$ cat config.mk
export PLATFORM = sky130hd
export DESIGN_NAME = cct_timer
export DESIGN_NICKNAME = d
export VERILOG_FILES = /design/src/cct_timer.v
export VERILOG_INCLUDE_DIRS = /design/src
export SDC_FILE = /design/constraint.sdc
export NUM_CORES = 1
export LEC_CHECK = 0
export BUFFER_PORTS_ARGS = -buffer_cell sky130_fd_sc_hd__buf_2
export CAP_MARGIN = 20
export CORE_UTILIZATION = 50
export DETAILED_ROUTE_END_ITERATION = 12
export PLACE_DENSITY = 0.72
export REMOVE_ABC_BUFFERS = 1
export SYNTH_ARGS = -nofsm -noshare
export SYNTH_HDL_FRONTEND = slang
export SYNTH_SLANG_ARGS = --single-unit
$ cat constraint.sdc
create_clock -name pclk -period 4 [get_ports pclk]
set_input_delay 1.2 -clock pclk [delete_from_list [all_inputs] [get_ports pclk]]
set_output_delay 1.2 -clock pclk [all_outputs]
set_load 0.1 [all_outputs]
$ cat src/cct_consts.vh
`ifndef CCT_CONSTS_VH
`define CCT_CONSTS_VH

// ----------------------------------------------------------------------
// Register indices (byte address = 4 * index)
// ----------------------------------------------------------------------
`define CCT_IDX_CTRL    16'hffb6
`define CCT_IDX_STAT    16'hffb7
`define CCT_IDX_CNT_H   16'hffb8
`define CCT_IDX_CNT_L   16'hffb9
`define CCT_IDX_CMP_H   16'hffba
`define CCT_IDX_CMP_L   16'hffbb
`define CCT_IDX_IRQ_REQ 16'hffc0
`define CCT_IDX_IRQ_EN  16'hffc1
`define CCT_IDX_CLKSTP  16'hfffa

// ----------------------------------------------------------------------
// Reset values
// ----------------------------------------------------------------------
`define CCT_RST_CTRL    8'h00
`define CCT_RST_STAT    8'h00
`define CCT_RST_CNT     8'h00
`define CCT_RST_CMP     8'hff
`define CCT_RST_CLKSTP  8'hff
`define CCT_BYTE_MAX    8'hff
`define CCT_BYTE_ZERO   8'h00

// ----------------------------------------------------------------------
// Field positions
// ----------------------------------------------------------------------
`define CCT_CTRL_TOL_H  7
`define CCT_CTRL_WIDTH  6
`define CCT_CTRL_CKS_H1 5
`define CCT_CTRL_CKS_H0 4
`define CCT_CTRL_TOL_L  3
`define CCT_CTRL_CKS_L2 2
`define CCT_CTRL_CKS_L0 0
`define CCT_ST_OVF_H    7
`define CCT_ST_OVIE_H   6
`define CCT_ST_CMF_H    5
`define CCT_ST_CCLR_H   4
`define CCT_ST_OVF_L    3
`define CCT_ST_OVIE_L   2
`define CCT_ST_CMF_L    1
`define CCT_ST_CCLR_L   0
`define CCT_ST_FLAGS    8'haa
`define CCT_IRQ_H       1
`define CCT_IRQ_L       0
`define CCT_CLKSTP_RUN  2

// ----------------------------------------------------------------------
// Clock source codes (two low select bits)
// ----------------------------------------------------------------------
`define CCT_SRC_DIV32   2'h0
`define CCT_SRC_DIV16   2'h1
`define CCT_SRC_DIV4    2'h2
`define CCT_SRC_SUB4    2'h3
`define CCT_PRE_MAX32   5'h1f
`define CCT_PRE_MAX16   4'hf
`define CCT_PRE_MAX4    2'h3
`define CCT_SUB_MAX     2'h3

`endif

$ cat src/cct_timer.v
`timescale 1ns/10ps
`include "cct_consts.vh"

// Behaviour
// [RULE1] Width-select 0: both byte counters form one 16-bit up-counter, high on top.
// [RULE2] In 16-bit mode the low clock select field clocks the whole counter.
// [RULE3] In 16-bit mode high clear-on-match clears the whole counter on match.
// [RULE4] 16-bit wrap sets high overflow flag; with enable, high irq request too.
// [RULE5] Width-select 1: the two byte counters run independently.
// [RULE6] In 8-bit mode each byte counter uses its own clock select field.
// [RULE7] In 8-bit mode each byte clears on its own match if enabled.
// [RULE8] 8-bit wrap sets that channel's overflow flag, and irq request if enabled.
// [RULE9] In 16-bit mode counter and compare bytes pass through a temporary byte.
// [RULE10] Reset clears both counter bytes to zero.
// [RULE11] Reset loads both compare bytes with all ones.
// [RULE12] 16-bit equality sets high match flag and high irq request together.
// [RULE13] In 16-bit mode matches toggle the high pin; level presettable.
// [RULE14] In 8-bit mode each byte compares separately and sets its own flags.
// [RULE15] In 8-bit mode each pin toggles on its own channel's matches.
// [RULE16] Control register: 8-bit write-only, reset zero, documented field layout.
// [RULE17] Writing the high toggle-level bit sets the high pin at once.
// [RULE18] 8-bit high select: 00 /32, 01 /16, 10 /4, 11 subclock/4.
// [RULE19] Low select 000 counts edges of the external event input pin.
// [RULE20] Each match with toggle output inverts the pin's current level.
module cct_timer #(
   parameter ADDR_W = 18
) (
   input wire pclk,
   input wire presetn,
   input wire psel,
   input wire penable,
   input wire pwrite,
   input wire [ADDR_W-1:0] paddr,
   input wire [31:0] pwdata,
   output reg [31:0] prdata,
   output reg pready,
   output reg pslverr,
   input wire event_input_pin,
   input wire subclock_pin,
   output reg high_toggle_pin,
   output reg low_toggle_pin,
   output reg high_irq,
   output reg low_irq
);

   // ----------------------------------------------------------------------
   // State
   // ----------------------------------------------------------------------
   reg [7:0] timer_control;
   reg [7:0] timer_control_status;
   reg [7:0] counter_high_byte;
   reg [7:0] counter_low_byte;
   reg [7:0] compare_high_byte;
   reg [7:0] compare_low_byte;
   reg [7:0] module_clock_stop;
   reg [1:0] irq_request;
   reg [1:0] irq_enable;
   // Holding byte for wide accesses
   reg [7:0] temp_byte;
   // Prescaler and subclock divider
   reg [4:0] prescale;
   reg [1:0] sub_div;
   // Synchronisers and match history
   reg ev_s1, ev_s2, ev_s3;
   reg sub_s1, sub_s2, sub_s3;
   reg eq_h_q, eq_l_q, eq_16_q;

   // ----------------------------------------------------------------------
   // Decode
   // ----------------------------------------------------------------------
   // Word index; byte lanes are not decoded
   wire [15:0] idx = paddr[ADDR_W-1:2];
   wire aligned = (paddr[1:0] == 2'h0);
   // Misaligned addresses hit nothing
   wire hit_ctrl = aligned && (idx == `CCT_IDX_CTRL);
   wire hit_stat = aligned && (idx == `CCT_IDX_STAT);
   wire hit_cnt_h = aligned && (idx == `CCT_IDX_CNT_H);
   wire hit_cnt_l = aligned && (idx == `CCT_IDX_CNT_L);
   wire hit_cmp_h = aligned && (idx == `CCT_IDX_CMP_H);
   wire hit_cmp_l = aligned && (idx == `CCT_IDX_CMP_L);
   wire hit_ireq = aligned && (idx == `CCT_IDX_IRQ_REQ);
   wire hit_ien = aligned && (idx == `CCT_IDX_IRQ_EN);
   wire hit_stp = aligned && (idx == `CCT_IDX_CLKSTP);
   wire hit_any = hit_ctrl | hit_stat | hit_cnt_h | hit_cnt_l | hit_cmp_h |
                  hit_cmp_l | hit_ireq | hit_ien | hit_stp;
   // Side effects only on the access edge
   wire setup = psel & ~penable;
   wire access = psel & penable & pready;
   wire wr = access & pwrite & ~pslverr;
   wire rd = access & ~pwrite & ~pslverr;
   // Only the low write byte is used
   wire [7:0] wbyte = pwdata[7:0];

   // ----------------------------------------------------------------------
   // Mode and control fields
   // ----------------------------------------------------------------------
   // Write-only control fields
   wire split = timer_control[`CCT_CTRL_WIDTH];
   wire [1:0] sel_h = timer_control[`CCT_CTRL_CKS_H1:`CCT_CTRL_CKS_H0];
   wire [2:0] sel_l = timer_control[`CCT_CTRL_CKS_L2:`CCT_CTRL_CKS_L0];
   // Module stop gates every source
   wire running = module_clock_stop[`CCT_CLKSTP_RUN];
   // Status control bits
   wire clr_h = timer_control_status[`CCT_ST_CCLR_H];
   wire clr_l = timer_control_status[`CCT_ST_CCLR_L];
   wire ovie_h = timer_control_status[`CCT_ST_OVIE_H];
   wire ovie_l = timer_control_status[`CCT_ST_OVIE_L];

   // ----------------------------------------------------------------------
   // Clock sources
   // ----------------------------------------------------------------------
   // Prescaler taps; edge detects compare the second and third sync stages
   wire t32 = (prescale == `CCT_PRE_MAX32);
   wire t16 = (prescale[3:0] == `CCT_PRE_MAX16);
   wire t4 = (prescale[1:0] == `CCT_PRE_MAX4);
   // Subclock divided by four
   wire sub_rise = sub_s2 & ~sub_s3;
   wire tsub = sub_rise && (sub_div == `CCT_SUB_MAX);
   // Falling event edges are ignored
   wire ev_rise = ev_s2 & ~ev_s3;

   // Internal source picked by a two-bit code
   function src_tick;
      input [1:0] code;
      input a, b, c, d;
      begin
         case (code)
            `CCT_SRC_DIV32: src_tick = a;
            `CCT_SRC_DIV16: src_tick = b;
            `CCT_SRC_DIV4: src_tick = c;
            default: src_tick = d;
         endcase
      end
   endfunction

   // Low select with top bit 0 means event input; codes 001..011 never tick
   wire sel_l_tick = sel_l[2] ? src_tick(sel_l[1:0], t32, t16, t4, tsub) :
                     (sel_l[1:0] == 2'h0) & ev_rise; // [RULE19]
   wire tick_l = running & sel_l_tick; // [RULE2] [RULE6]
   // Full flags feed carry and overflow
   wire low_full = (counter_low_byte == `CCT_BYTE_MAX);
   wire high_full = (counter_high_byte == `CCT_BYTE_MAX);
   // High byte follows the low carry when cascaded
   wire tick_h = split ? running & src_tick(sel_h, t32, t16, t4, tsub) :
                 tick_l & low_full; // [RULE1] [RULE18]

   // ----------------------------------------------------------------------
   // Compare
   // ----------------------------------------------------------------------
   // Match is the rising edge of equality so a stopped counter fires once
   wire eq_h = (counter_high_byte == compare_high_byte);
   wire eq_l = (counter_low_byte == compare_low_byte);
   wire eq_16 = eq_h & eq_l;
   wire m16 = ~split & eq_16 & ~eq_16_q; // [RULE12]
   wire m_h = split ? (eq_h & ~eq_h_q) : m16; // [RULE14]
   wire m_l = split & eq_l & ~eq_l_q; // [RULE14]
   // Clear happens on the next count tick while equal
   wire clr16 = ~split & clr_h & eq_16 & tick_l; // [RULE3]
   wire clr8_h = split & clr_h & eq_h & tick_h; // [RULE7]
   wire clr8_l = split & clr_l & eq_l & tick_l; // [RULE7]
   // A clear beats a wrap: no overflow
   wire ovf16 = ~split & tick_l & low_full & high_full & ~clr16; // [RULE4]
   wire ovf8_h = split & tick_h & high_full & ~clr8_h; // [RULE8]
   wire ovf8_l = split & tick_l & low_full & ~clr8_l; // [RULE8]
   // Shared by high channel and wide mode
   wire ovf_h_ev = ovf16 | ovf8_h;

   // ----------------------------------------------------------------------
   // Synchronisers and prescaler
   // ----------------------------------------------------------------------
   always @(posedge pclk or negedge presetn) begin
      if (!presetn) begin
         ev_s1 <= 1'b0;
         ev_s2 <= 1'b0;
         ev_s3 <= 1'b0;
         sub_s1 <= 1'b0;
         sub_s2 <= 1'b0;
         sub_s3 <= 1'b0;
         prescale <= 5'h00;
         sub_div <= 2'h0;
         eq_h_q <= 1'b1;
         eq_l_q <= 1'b1;
         eq_16_q <= 1'b1;
      end else begin
         ev_s1 <= event_input_pin;
         ev_s2 <= ev_s1;
         ev_s3 <= ev_s2;
         sub_s1 <= subclock_pin;
         sub_s2 <= sub_s1;
         sub_s3 <= sub_s2;
         // Free-running prescaler
         prescale <= prescale + 5'h01;
         if (sub_rise) begin
            sub_div <= sub_div + 2'h1;
         end
         // History for the match edge detect
         eq_h_q <= eq_h;
         eq_l_q <= eq_l;
         eq_16_q <= eq_16;
      end
   end

   // ----------------------------------------------------------------------
   // Counters, compare bytes and temporary byte
   // ----------------------------------------------------------------------
   // Bus writes beat counting. In 16-bit mode a high byte write parks in
   // the temporary byte and lands with the low byte write; a high byte
   // read snapshots the low byte so the pair reads coherently.
   always @(posedge pclk or negedge presetn) begin
      if (!presetn) begin
         counter_high_byte <= `CCT_RST_CNT; // [RULE10]
         counter_low_byte <= `CCT_RST_CNT; // [RULE10]
         compare_high_byte <= `CCT_RST_CMP; // [RULE11]
         compare_low_byte <= `CCT_RST_CMP; // [RULE11]
         temp_byte <= `CCT_BYTE_ZERO;
      end else begin
         // High counter byte
         if (wr && hit_cnt_h && split) begin
            counter_high_byte <= wbyte;
         end else if (wr && hit_cnt_l && !split) begin
            counter_high_byte <= temp_byte; // [RULE9]
         end else if (clr16 || clr8_h) begin
            counter_high_byte <= `CCT_BYTE_ZERO;
         end else if (tick_h) begin
            counter_high_byte <= counter_high_byte + 8'h01; // [RULE5]
         end
         // Low counter byte
         if (wr && hit_cnt_l) begin
            counter_low_byte <= wbyte;
         end else if (clr16 || clr8_l) begin
            counter_low_byte <= `CCT_BYTE_ZERO;
         end else if (tick_l) begin
            counter_low_byte <= counter_low_byte + 8'h01;
         end
         // Compare bytes
         if (wr && hit_cmp_h && split) begin
            compare_high_byte <= wbyte;
         end else if (wr && hit_cmp_l && !split) begin
            compare_high_byte <= temp_byte; // [RULE9]
         end
         if (wr && hit_cmp_l) begin
            compare_low_byte <= wbyte;
         end
         // Temporary byte
         if (!split && wr && (hit_cnt_h || hit_cmp_h)) begin
            temp_byte <= wbyte; // [RULE9]
         end else if (!split && rd && hit_cnt_h) begin
            temp_byte <= counter_low_byte; // [RULE9]
         end else if (!split && rd && hit_cmp_h) begin
            temp_byte <= compare_low_byte; // [RULE9]
         end
      end
   end

   // ----------------------------------------------------------------------
   // Control, status, interrupt request and pins
   // ----------------------------------------------------------------------
   // Hardware set wins over a software write of zero in the same cycle
   always @(posedge pclk or negedge presetn) begin
      if (!presetn) begin
         timer_control <= `CCT_RST_CTRL; // [RULE16]
         timer_control_status <= `CCT_RST_STAT;
         module_clock_stop <= `CCT_RST_CLKSTP;
         irq_request <= 2'h0;
         irq_enable <= 2'h0;
         high_toggle_pin <= 1'b0;
         low_toggle_pin <= 1'b0;
         high_irq <= 1'b0;
         low_irq <= 1'b0;
      end else begin
         // Control register
         if (wr && hit_ctrl) begin
            timer_control <= wbyte; // [RULE16]
         end
         // Module stop register
         if (wr && hit_stp) begin
            module_clock_stop <= wbyte;
         end
         // Interrupt enables
         if (wr && hit_ien) begin
            irq_enable <= pwdata[1:0];
         end
         // Status: flags clear by writing 0, controls plain read/write
         if (wr && hit_stat) begin
            timer_control_status <= wbyte & timer_control_status |
               wbyte & ~`CCT_ST_FLAGS;
         end
         if (ovf_h_ev) begin
            timer_control_status[`CCT_ST_OVF_H] <= 1'b1; // [RULE4] [RULE8]
         end
         if (ovf8_l) begin
            timer_control_status[`CCT_ST_OVF_L] <= 1'b1; // [RULE8]
         end
         if (m_h) begin
            timer_control_status[`CCT_ST_CMF_H] <= 1'b1; // [RULE12] [RULE14]
         end
         if (m_l) begin
            timer_control_status[`CCT_ST_CMF_L] <= 1'b1; // [RULE14]
         end
         // Interrupt request flags
         if (wr && hit_ireq) begin
            irq_request <= irq_request & pwdata[1:0];
         end
         if (m_h || (ovf_h_ev && ovie_h)) begin
            irq_request[`CCT_IRQ_H] <= 1'b1; // [RULE4] [RULE12]
         end
         if (m_l || (ovf8_l && ovie_l)) begin
            irq_request[`CCT_IRQ_L] <= 1'b1; // [RULE8] [RULE14]
         end
         // Requests are registered outputs
         high_irq <= irq_request[`CCT_IRQ_H] & irq_enable[`CCT_IRQ_H];
         low_irq <= irq_request[`CCT_IRQ_L] & irq_enable[`CCT_IRQ_L];
         // Pins: a control write presets, a match inverts
         if (wr && hit_ctrl) begin
            high_toggle_pin <= wbyte[`CCT_CTRL_TOL_H]; // [RULE17]
            low_toggle_pin <= wbyte[`CCT_CTRL_TOL_L];
         end else begin
            if (m_h) begin
               high_toggle_pin <= ~high_toggle_pin; // [RULE13] [RULE20]
            end
            if (m_l) begin
               low_toggle_pin <= ~low_toggle_pin; // [RULE15] [RULE20]
            end
         end
      end
   end

   // ----------------------------------------------------------------------
   // APB slave
   // ----------------------------------------------------------------------
   // Read data is captured in setup so every output is a flip-flop; the
   // access phase therefore always completes with no wait state. The
   // temporary byte is read for the low byte in 16-bit mode.
   always @(posedge pclk or negedge presetn) begin
      if (!presetn) begin
         prdata <= 32'h00000000;
         pready <= 1'b0;
         pslverr <= 1'b0;
      end else begin
         // Zero wait states
         pready <= setup;
         pslverr <= setup & ~hit_any;
         if (setup && !pwrite) begin
            // Unmapped and write-only read zero
            prdata <= 32'h00000000;
            if (hit_stat) begin
               prdata[7:0] <= timer_control_status;
            end
            if (hit_cnt_h) begin
               prdata[7:0] <= counter_high_byte;
            end
            if (hit_cnt_l) begin
               prdata[7:0] <= split ? counter_low_byte : temp_byte;
            end
            if (hit_cmp_h) begin
               prdata[7:0] <= compare_high_byte;
            end
            if (hit_cmp_l) begin
               prdata[7:0] <= split ? compare_low_byte : temp_byte;
            end
            if (hit_ireq) begin
               prdata[1:0] <= irq_request;
            end
            if (hit_ien) begin
               prdata[1:0] <= irq_enable;
            end
            if (hit_stp) begin
               prdata[7:0] <= module_clock_stop;
            end
         end
      end
   end

endmodule // cct_timer

# Word-level counts from Yosys, hierarchy flattened
# Index checks and enable logic that the tools add are counted.
dict set report word_totals {
  reg_bits 97
  in_bits 57
  output_inout_bits 38
  elab_cells 218
}
dict set report classes {
  n_addsub 4
  n_eq_ne 21
  n_mux 39
  bitwise_logic 68
  reduce_logical 53
}
# op n
set op_table {}
lappend op_table {{$mux 8} 21}
lappend op_table {{$eq 16x16->1 const B} 9}
lappend op_table {{$and 1x1->1} 41}
lappend op_table {{$logic_and 1x1->1} 31}
lappend op_table {{$reduce_bool 2->1} 9}
lappend op_table {{$add 8x1->8 const B} 2}
lappend op_table {{$eq 8x8->1} 2}
lappend op_table {{$eq 8x8->1 const B} 2}
lappend op_table {{$not 1->1} 15}
lappend op_table {{$mux 1} 13}
lappend op_table {{$or 1x1->1} 9}
lappend op_table {{$and 8x8->8} 1}
lappend op_table {{$eq 2x2->1 const B} 4}
lappend op_table {{$or 8x7->8} 1}
lappend op_table {{$logic_not 2->1} 3}
lappend op_table {{$mux 2} 3}
lappend op_table {{$pmux 1 s3} 2}
lappend op_table {{$reduce_bool 3->1} 2}
lappend op_table {{$add 5x1->5 const B} 1}
lappend op_table {{$eq 5x5->1 const B} 1}
lappend op_table {{$logic_or 1x1->1} 5}
lappend op_table {{$eq 2x1->1 const B} 2}
lappend op_table {{$eq 4x4->1 const B} 1}
lappend op_table {{$reduce_bool 4->1} 1}
lappend op_table {{other kinds (3)} 4}

# Logic depth before layout (Yosys ltp)
# Gate-level depths: netlist (run 1).
dict set report logic_depth {
  ltp_word 15
  mapped_depth 12
  mapped_depth_nobuf 11
}

# Worst setup path before layout (run 1)
# Ideal clock, no wire load.
dict set report synth_timing {
  kind {input port to flip-flop}
  startpoint {input port paddr[1]}
  endpoint {register compare_high_byte[1]}
  setup_time_ns 0.072
  arrival_ns 3.031
  t_required_ns 3.928
  slack_ns 0.897
  cell_stages 9
  path_buffers 3
  cell_sequence {or2_4 or4_1 buf_2 nor3b_4 and3_1 buf_2 buf_2 nand2_1 o21ai_1}
}
dict set report synth_between {
  elab_chain_cells 5
  elab_cells_between_ends 9
  cone_classes {mux (1); reduce/logical (8)}
}
# item line
set synth_lines {}
lappend synth_lines {{start: declaration} cct_timer.v:33} ;# input wire [ADDR_W-1:0] paddr,
lappend synth_lines {{$logic_not 2->1 (*)} cct_timer.v:73} ;# wire aligned = (paddr[1:0] == 2'h0);
lappend synth_lines {{$logic_and 1x1->1, on equally long branches} {cct_timer.v:79, cct_timer.v:80}}
lappend synth_lines {{$logic_and 1x1->1, on equally long branches (2 in a row)} {cct_timer.v:236, cct_timer.v:238}}
lappend synth_lines {{$mux 8 or $reduce_bool 2->1 (tied branches)} --}
lappend synth_lines {{end signal: assignment} cct_timer.v:213} ;# compare_high_byte <= `CCT_RST_CMP;
lappend synth_lines {{end signal: assignment} cct_timer.v:237} ;# compare_high_byte <= wbyte;
lappend synth_lines {{end signal: assignment} cct_timer.v:239} ;# compare_high_byte <= temp_byte;
lappend synth_lines {{end: declaration} cct_timer.v:53} ;# reg [7:0] compare_high_byte;
# Mark *: on every way between the ends. The rest lies on a longest branch, timed or not.
# A chain may end at the register's enable or synchronous reset.

# Worst setup path in the final report (run 1)
dict set report layout_timing {
  startpoint {register prescale[0]}
  endpoint {register counter_high_byte[2]}
}
dict set report layout_between {
  elab_chain_cells 11
  elab_cells_between_ends 17
  cone_classes {eq/ne (3); mux (7); bitwise (5); reduce/logical (2)}
}
# item line
set layout_lines {}
lappend layout_lines {{start: declaration} cct_timer.v:61} ;# reg [4:0] prescale;
lappend layout_lines {{start signal: assignment} cct_timer.v:192} ;# prescale <= prescale + 5'h01;
lappend layout_lines {{$eq 5x5->1 (no line), or another cell as far along} --}
lappend layout_lines {{$pmux 1 s3} cct_timer.v:127} ;# case (code)
lappend layout_lines {{$mux 1} cct_timer.v:137} ;# wire sel_l_tick = sel_l[2] ? src_tick(sel_l[1:0], t32, t16, t4, tsub) :
lappend layout_lines {{$and 1x1->1} cct_timer.v:139} ;# wire tick_l = running & sel_l_tick;
lappend layout_lines {{$and 1x1->1} cct_timer.v:145} ;# tick_l & low_full;
lappend layout_lines {{$mux 1} cct_timer.v:144} ;# wire tick_h = split ? running & src_tick(sel_h, t32, t16, t4, tsub) :
lappend layout_lines {{$and 1x1->1} cct_timer.v:159} ;# wire clr8_h = split & clr_h & eq_h & tick_h;
lappend layout_lines {{$logic_or 1x1->1} cct_timer.v:222} ;# end else if (clr16 || clr8_h) begin
lappend layout_lines {{$mux 8} cct_timer.v:222}
lappend layout_lines {{$mux 8} cct_timer.v:220} ;# end else if (wr && hit_cnt_l && !split) begin
lappend layout_lines {{$mux 8} cct_timer.v:218} ;# if (wr && hit_cnt_h && split) begin
lappend layout_lines {{end signal: assignment} cct_timer.v:219} ;# counter_high_byte <= wbyte;
lappend layout_lines {{end signal: assignment} cct_timer.v:221} ;# counter_high_byte <= temp_byte;
lappend layout_lines {{end signal: assignment} cct_timer.v:223} ;# counter_high_byte <= `CCT_BYTE_ZERO;
lappend layout_lines {{end: declaration} cct_timer.v:51} ;# reg [7:0] counter_high_byte;
# Parallel ways exist; a longest one is shown, timed or not.

==> results.yml, run 1 <==
die:
  std_cell_rows: 37
  coreArea_um2: 10500
  ios: 95
  die_y_um: 107
  initial_core_util_pct: 52.3
  die_x_um: 107
  die_area_um2: 11400
clock_network:
  clk_pin_slew_worst_paths_ns: 0.10
  cts.sinks: 96
  cts_hold_buf: 0
  root_buffer: "clkbuf_8"
  cts_tree: "built"
  clkLatencyLatePin_ns: 0.39
  cts_setup_buffers: 0
  ctsResizeCount: 0
  cts_made_buffers: 9
  htree_levels: 3
  cts_max_path_buffers: 2
placement:
  place_congestion: 0.933
  dp_hpwl_um: 10600
  portBuffers: 46
timing:
  maxSlewViolCount: 0
  setup_viol: 0
  hold_viol: 0
  setup_tns_ns: 0
  rsz0062_at_grt: "no"
  fin_skew_ns: 0.0129
  max-slew-margin-rel_pct: 30.3
  fmax_mhz: 297
  fin_crit_ns: 3.36
  fin_crit_sh_pct: 84.0
  worst_slew_pin_slew_ns: 1.04
layout:
  drive_gt1_share_pct: 24.3
  nets: 666
  antenna_cells: 0
  fillers: 923
  synthToLayoutAreaGrowth_pct: 9.11
critical_path:
  end_kind: "flip-flop"
  start_kind: "flip-flop"
  r2r_start: "prescale[0]"
  crit_path_start: "prescale[0]"
  required_ns: 4.32
  cp_max_fo: 12
  setup.worst_path.class: "flip-flop to flip-flop"
  endpoint: "counter_high_byte[2]"
  cp.arrival_ns: 3.68
  reg2reg_to: "counter_high_byte[2]"
  reg2reg_depth: 11
  r2r_slack_ns: 0.64
grt:
  grt_first_pass_wirelength_um: 23300
  grt_antenna_before_repair: 0
  overflow: 0
  track_usage_pct: 26.9
  grt_max_degree: 58
  grt_pass1_vias: 4311
worst_hold_path:
  hold_path.class: "flip-flop to flip-flop"
  hold_depth: 0
logic_synthesis:
  synth_top_area_cell: "dfrtp_1"
  synth_flop_cell: "dfrtp_1"
  ys_warn_count: 0
  synth_cells: 559
  synthMostInstantiatedCell: "dfrtp_1"
  synth_edf_count: 0
  netlist.area_leader.share_pct: 31.6
  async_flop_share_pct: 100
  syn_area_um2: 5470
  ys_seq_elements: 96
  synth_common_cells: "dfrtp_1, nand2_1, nor2_1, mux2_2, dfstp_2"
  ys_seq_area_share_pct: 44.6
  synth_area_leaders: "dfrtp_1, dfstp_2, mux2_2"
  yosys.cell_types.count: 68
  syn_avg_cell_area_um2: 9.78
detailed_routing:
  dr.pass1.iters: 7
  vias: 4521
  routed_via_density: 6.07
  drc: 0
  ant_nets: 0
  drtIter0Drc: 361
  drt-wirelength-per-cell_um: 19.6
  drt_wl_total_um: 14600
pwr:
  report.power.total_mw: 1.93
  ir_drop_uv: 273
  p_per_area_nw_per_um2: 324
  power_leakage_nw: 2.52
run:
  max-cap-violations: 0
outcome:
  status: "complete, no violations"
[layout make-up]
cell class	count	area (um2)	area share, %
multi-input combinational	422	2770	46.5
sequential	96	2440	40.8
timing repair buffer	63	360	6.04
tap	136	170	2.85
clock buffer	9	124	2.08
clock inverter	7	56.3	0.944
inverter	12	45.0	0.755
[per-stage QoR]
step / utilization [%] / hold slack [ns] / std cells / instance area [um2] / setup WS [ns]
2_1_floorplan: - / 0.331 / 530 / 5260 / 0.732
4_1_cts: 57.0 / 0.368 / 745 / 5970 / 0.708
6_report: 57.0 / 0.365 / 745 / 5970 / 0.639
3_3_place_gp: 55.3 / 0.339 / 729 / 5790 / 0.693
5_1_grt: 57.0 / 0.371 / 745 / 5970 / 0.396
3_5_place_dp: 55.3 / 0.346 / 729 / 5790 / 0.622
[sequential cells by signal, indices dropped and copies added, names as in the netlist, 2 cells and up]
register,flops
compare_high_byte,8
compare_low_byte,8
counter_high_byte,8
counter_low_byte,8
module_clock_stop,8
prdata,8
temp_byte,8
timer_control_status,8
timer_control,6
prescale,5
irq_enable,2
irq_request,2
sub_div,2
[worst min-delay path by stage]
stage	start	to	slack, ns
floorplan	ev_s1	ev_s2	0.33
global placement	sub_s1	sub_s2	0.34
detailed placement	ev_s1	ev_s2	0.35
CTS	ev_s1	ev_s2	0.37
global route	sub_s1	sub_s2	0.37
finish	sub_s1	sub_s2	0.36
[where the power goes]
part	switching, mW	total [mW]	internal [mW]
Clock	0.379	0.610	0.231
Sequential	0.0140	1.01	0.997
Combinational	0.262	0.311	0.0485
[worst max-delay path, cell delays in order, from the launching register on]
cell      delay, ns
dfrtp_1        0.38
ha_1           0.25
and3_1         0.22
ha_1           0.19
or3b_1         0.36
nand3_1        0.10
a32oi_1        0.09
nand2b_1       0.21
o211ai_1       0.85
nand2_1        0.21
mux2_2         0.33
o21ai_1        0.08
[layout by cell type (no fill, tap or decap), drive strengths merged, types with 7 or more instances in the layout]
cell,count
a31oi,14
nand3,19
xor2,13
a21oi,13
and2,7
dfrtp,69
a222oi,7
o21ai,41
o211ai,8
dfstp,27
mux2,31
buf,63
inv,12
nor3,10
nor2,49
and3,9
clkbuf,9
nor4,7
conb,24
nand4,8
xnor2,12
nand2,55
mux2i,17
[per-layer routing]
layer | GRT usage [%] | wire (um)
met1 | 36.8 | 6290
met2 | 42.2 | 6900
met3 | 4.92 | 1080
met4 | 11.0 | 348
met5 | 0 | 0
[cells by family after synthesis]
kind of cell / after synthesis / share of synthesized area (%)
xor gates and xnor gates: 25 / 4.00
buffers and inverters: 64 / 6.29
DFF: 96 / 44.6
other: 1 / 0.0686
muxes: 49 / 9.91
adders and majority gates: 5 / 1.14
AOI/OAI and AO/OA: 122 / 14.9
and+or+nand+nor: 197 / 19.2
Power figures use the tool's default switching activity.
==> run 2, diff against run 1 <==
--- a/config.mk
+++ b/config.mk
@@ -10,7 +10,7 @@
 export CAP_MARGIN = 20
 export CORE_UTILIZATION = 50
 export DETAILED_ROUTE_END_ITERATION = 12
-export PLACE_DENSITY = 0.72
+export PLACE_DENSITY = 0.75
 export REMOVE_ABC_BUFFERS = 1
 export SYNTH_ARGS = -nofsm -noshare
 export SYNTH_HDL_FRONTEND = slang
==> constraint.sdc (replaced) <==
create_clock -name pclk -period 2.9 [get_ports pclk]
set_input_delay 0.87 -clock pclk [delete_from_list [all_inputs] [get_ports pclk]]
set_output_delay 0.87 -clock pclk [all_outputs]
set_load 0.1 [all_outputs]
==> results.yml, run 2 (synthesis results as in run 1) <==
outcome:
  status: "complete, no violations"
detailed_routing:
  drt-wirelength-per-cell_um: 19.1
  routed_via_density: 6.11
  drc: 0
  drt_wl_total_um: 14600
  drtIter0Drc: 369
  vias: 4678
  ant_nets: 0
  dr.pass1.iters: 6
critical_path:
  setup.worst_path.class: "flip-flop to flip-flop"
  crit_chain: "ha_1 -> and3_1 -> ha_1 -> or3b_1 -> nand3_1 -> a32oi_1 -> nand2b_1 -> o211ai_1 -> buf_4 -> nand2_1 -> mux2_2 -> o21ai_1"
  r2r_start: "prescale[0]"
  start_kind: "flip-flop"
  required_ns: 3.20
  cp.arrival_ns: 2.98
  crit_path_start: "prescale[0]"
  end_kind: "flip-flop"
  cpMaxStageDelayCell: "dfrtp_1"
  path_buf_inv: 1
  worst_path_largest_cell_delay_ns: 0.41
  cp_top_family: "simple AND/OR/NAND/NOR gates"
  crit_top_cell: "ha_1"
  cp_max_fo: 5
timing:
  max-slew-margin-rel_pct: 55.7
  fin_skew_ns: 0.0140
  fin_crit_sh_pct: 92.4
  hold_ws_ns: 0.358
  fin_crit_ns: 2.68
  fmax_mhz: 373
  worst_slew_pin_slew_ns: 0.662
  setup_viol: 0
  rsz0062_at_grt: "no"
  maxSlewViolCount: 0
  hold_viol: 0
  setup_slack_ns: 0.221
layout:
  final_cell_mix: "dfrtp_1, nand2_1, nor2_1"
  antenna_cells: 0
  drive_gt1_share_pct: 27.0
  nets: 687
  fillers: 900
  fin_cells: 766
  regArea_um2: 2440
  final_common_cell: "dfrtp_1"
  stdcell_area_um2: 6220
  synthToLayoutAreaGrowth_pct: 13.7
  multiInputGateArea_um2: 2780
clock_network:
  cts_max_path_buffers: 2
  cts.sinks: 96
  cts_hold_buf: 0
  cts_made_buffers: 9
  cts_tree: "built"
  root_buffer: "clkbuf_8"
  clk_pin_slew_worst_paths_ns: 0.09
  htree_levels: 3
  clkLatencyLatePin_ns: 0.38
die:
  die_y_um: 107
  std_cell_rows: 37
  ios: 95
  coreArea_um2: 10500
  die_area_um2: 11400
  initial_core_util_pct: 52.3
  die_x_um: 107
grt:
  grt_first_pass_wirelength_um: 23600
  track_usage_pct: 27.3
  grt_antenna_before_repair: 0
  grt_pass1_vias: 4559
  overflow: 0
  grt_max_degree: 44
run:
  max-cap-violations: 0
pwr:
  comb_power_share_pct: 15.1
  p_seq_share_pct: 48.2
  switchingPower_uw: 868
  report.power.total_mw: 2.90
  power_leakage_nw: 2.66
  cell_internal_pwr_mw: 2.03
  switching_share_pct: 30.0
  ir_drop_uv: 535
  clockPowerShare_pct: 36.7
  p_per_area_nw_per_um2: 466
placement:
  placed_cells: 749
  place_congestion: 0.937
  dp_hpwl_um: 10800
  place_ws_ns: -0.0225
  placed_area_um2: 5960
  portBuffers: 46
worst_hold_path:
  hold_path.class: "flip-flop to flip-flop"
  hold_start: "sub_s1"
==> run 2: per-layer routing <==
metal	up-vias	global-route usage (%)	wire length, um	share of wire [%]
met5	-	0	0	0
met4	0	11.0	443	3.0
met3	40	6.87	1310	8.9
met2	220	42.7	6910	47
met1	2305	36.3	5940	41
li1	2113	-	-	-
==> run 2: timing repair <==
action,CTS,global route
setup buffers,0,1
resized for setup,0,2
endpoints found under the setup margin,0,8
==> run 2: power groups by stage <==
stage	Clock [mW]	Sequential (mW)	Combinational (mW)
after CTS	1.08	1.40	0.441
after global routing	1.13	1.40	0.463
after detailed placement	0	1.42	0.441
final	1.06	1.40	0.438
after global placement	0	1.42	0.432
after floorplan	0	1.54	0.194
==> run 2: area by class of cell <==
| type | count | share of cell area (%) |
|---|---|---|
| clock buffers | 10 | 2.05 |
| multi-input cells | 422 | 44.7 |
| inverters | 12 | 0.724 |
| well taps | 136 | 2.74 |
| repair buffers | 84 | 8.73 |
| clock inverters | 6 | 1.85 |
| flip-flops and latches | 96 | 39.2 |
==> run 2: final timing paths <==
path | endpoint | slack (ns) | cells after the start
min in group asynchronous | counter_high_byte[5] | 0.47 | 1
worst min-delay path | sub_s2 | 0.36 | 0
worst min register to register | sub_s2 | 0.36 | 0
worst max-delay path | counter_high_byte[2] | 0.22 | 12
max in group asynchronous | module_clock_stop[0] | 1.77 | 2
worst max register to register | counter_high_byte[2] | 0.22 | 12
==> run 2: metrics by stage <==
stage	setup TNS (ns)	utilization, %
floorplan	-0.166	-
global placement	0	57.0
detailed placement	-0.0225	57.0
global route	0	59.4
finish	0	59.4
CTS	0	59.3
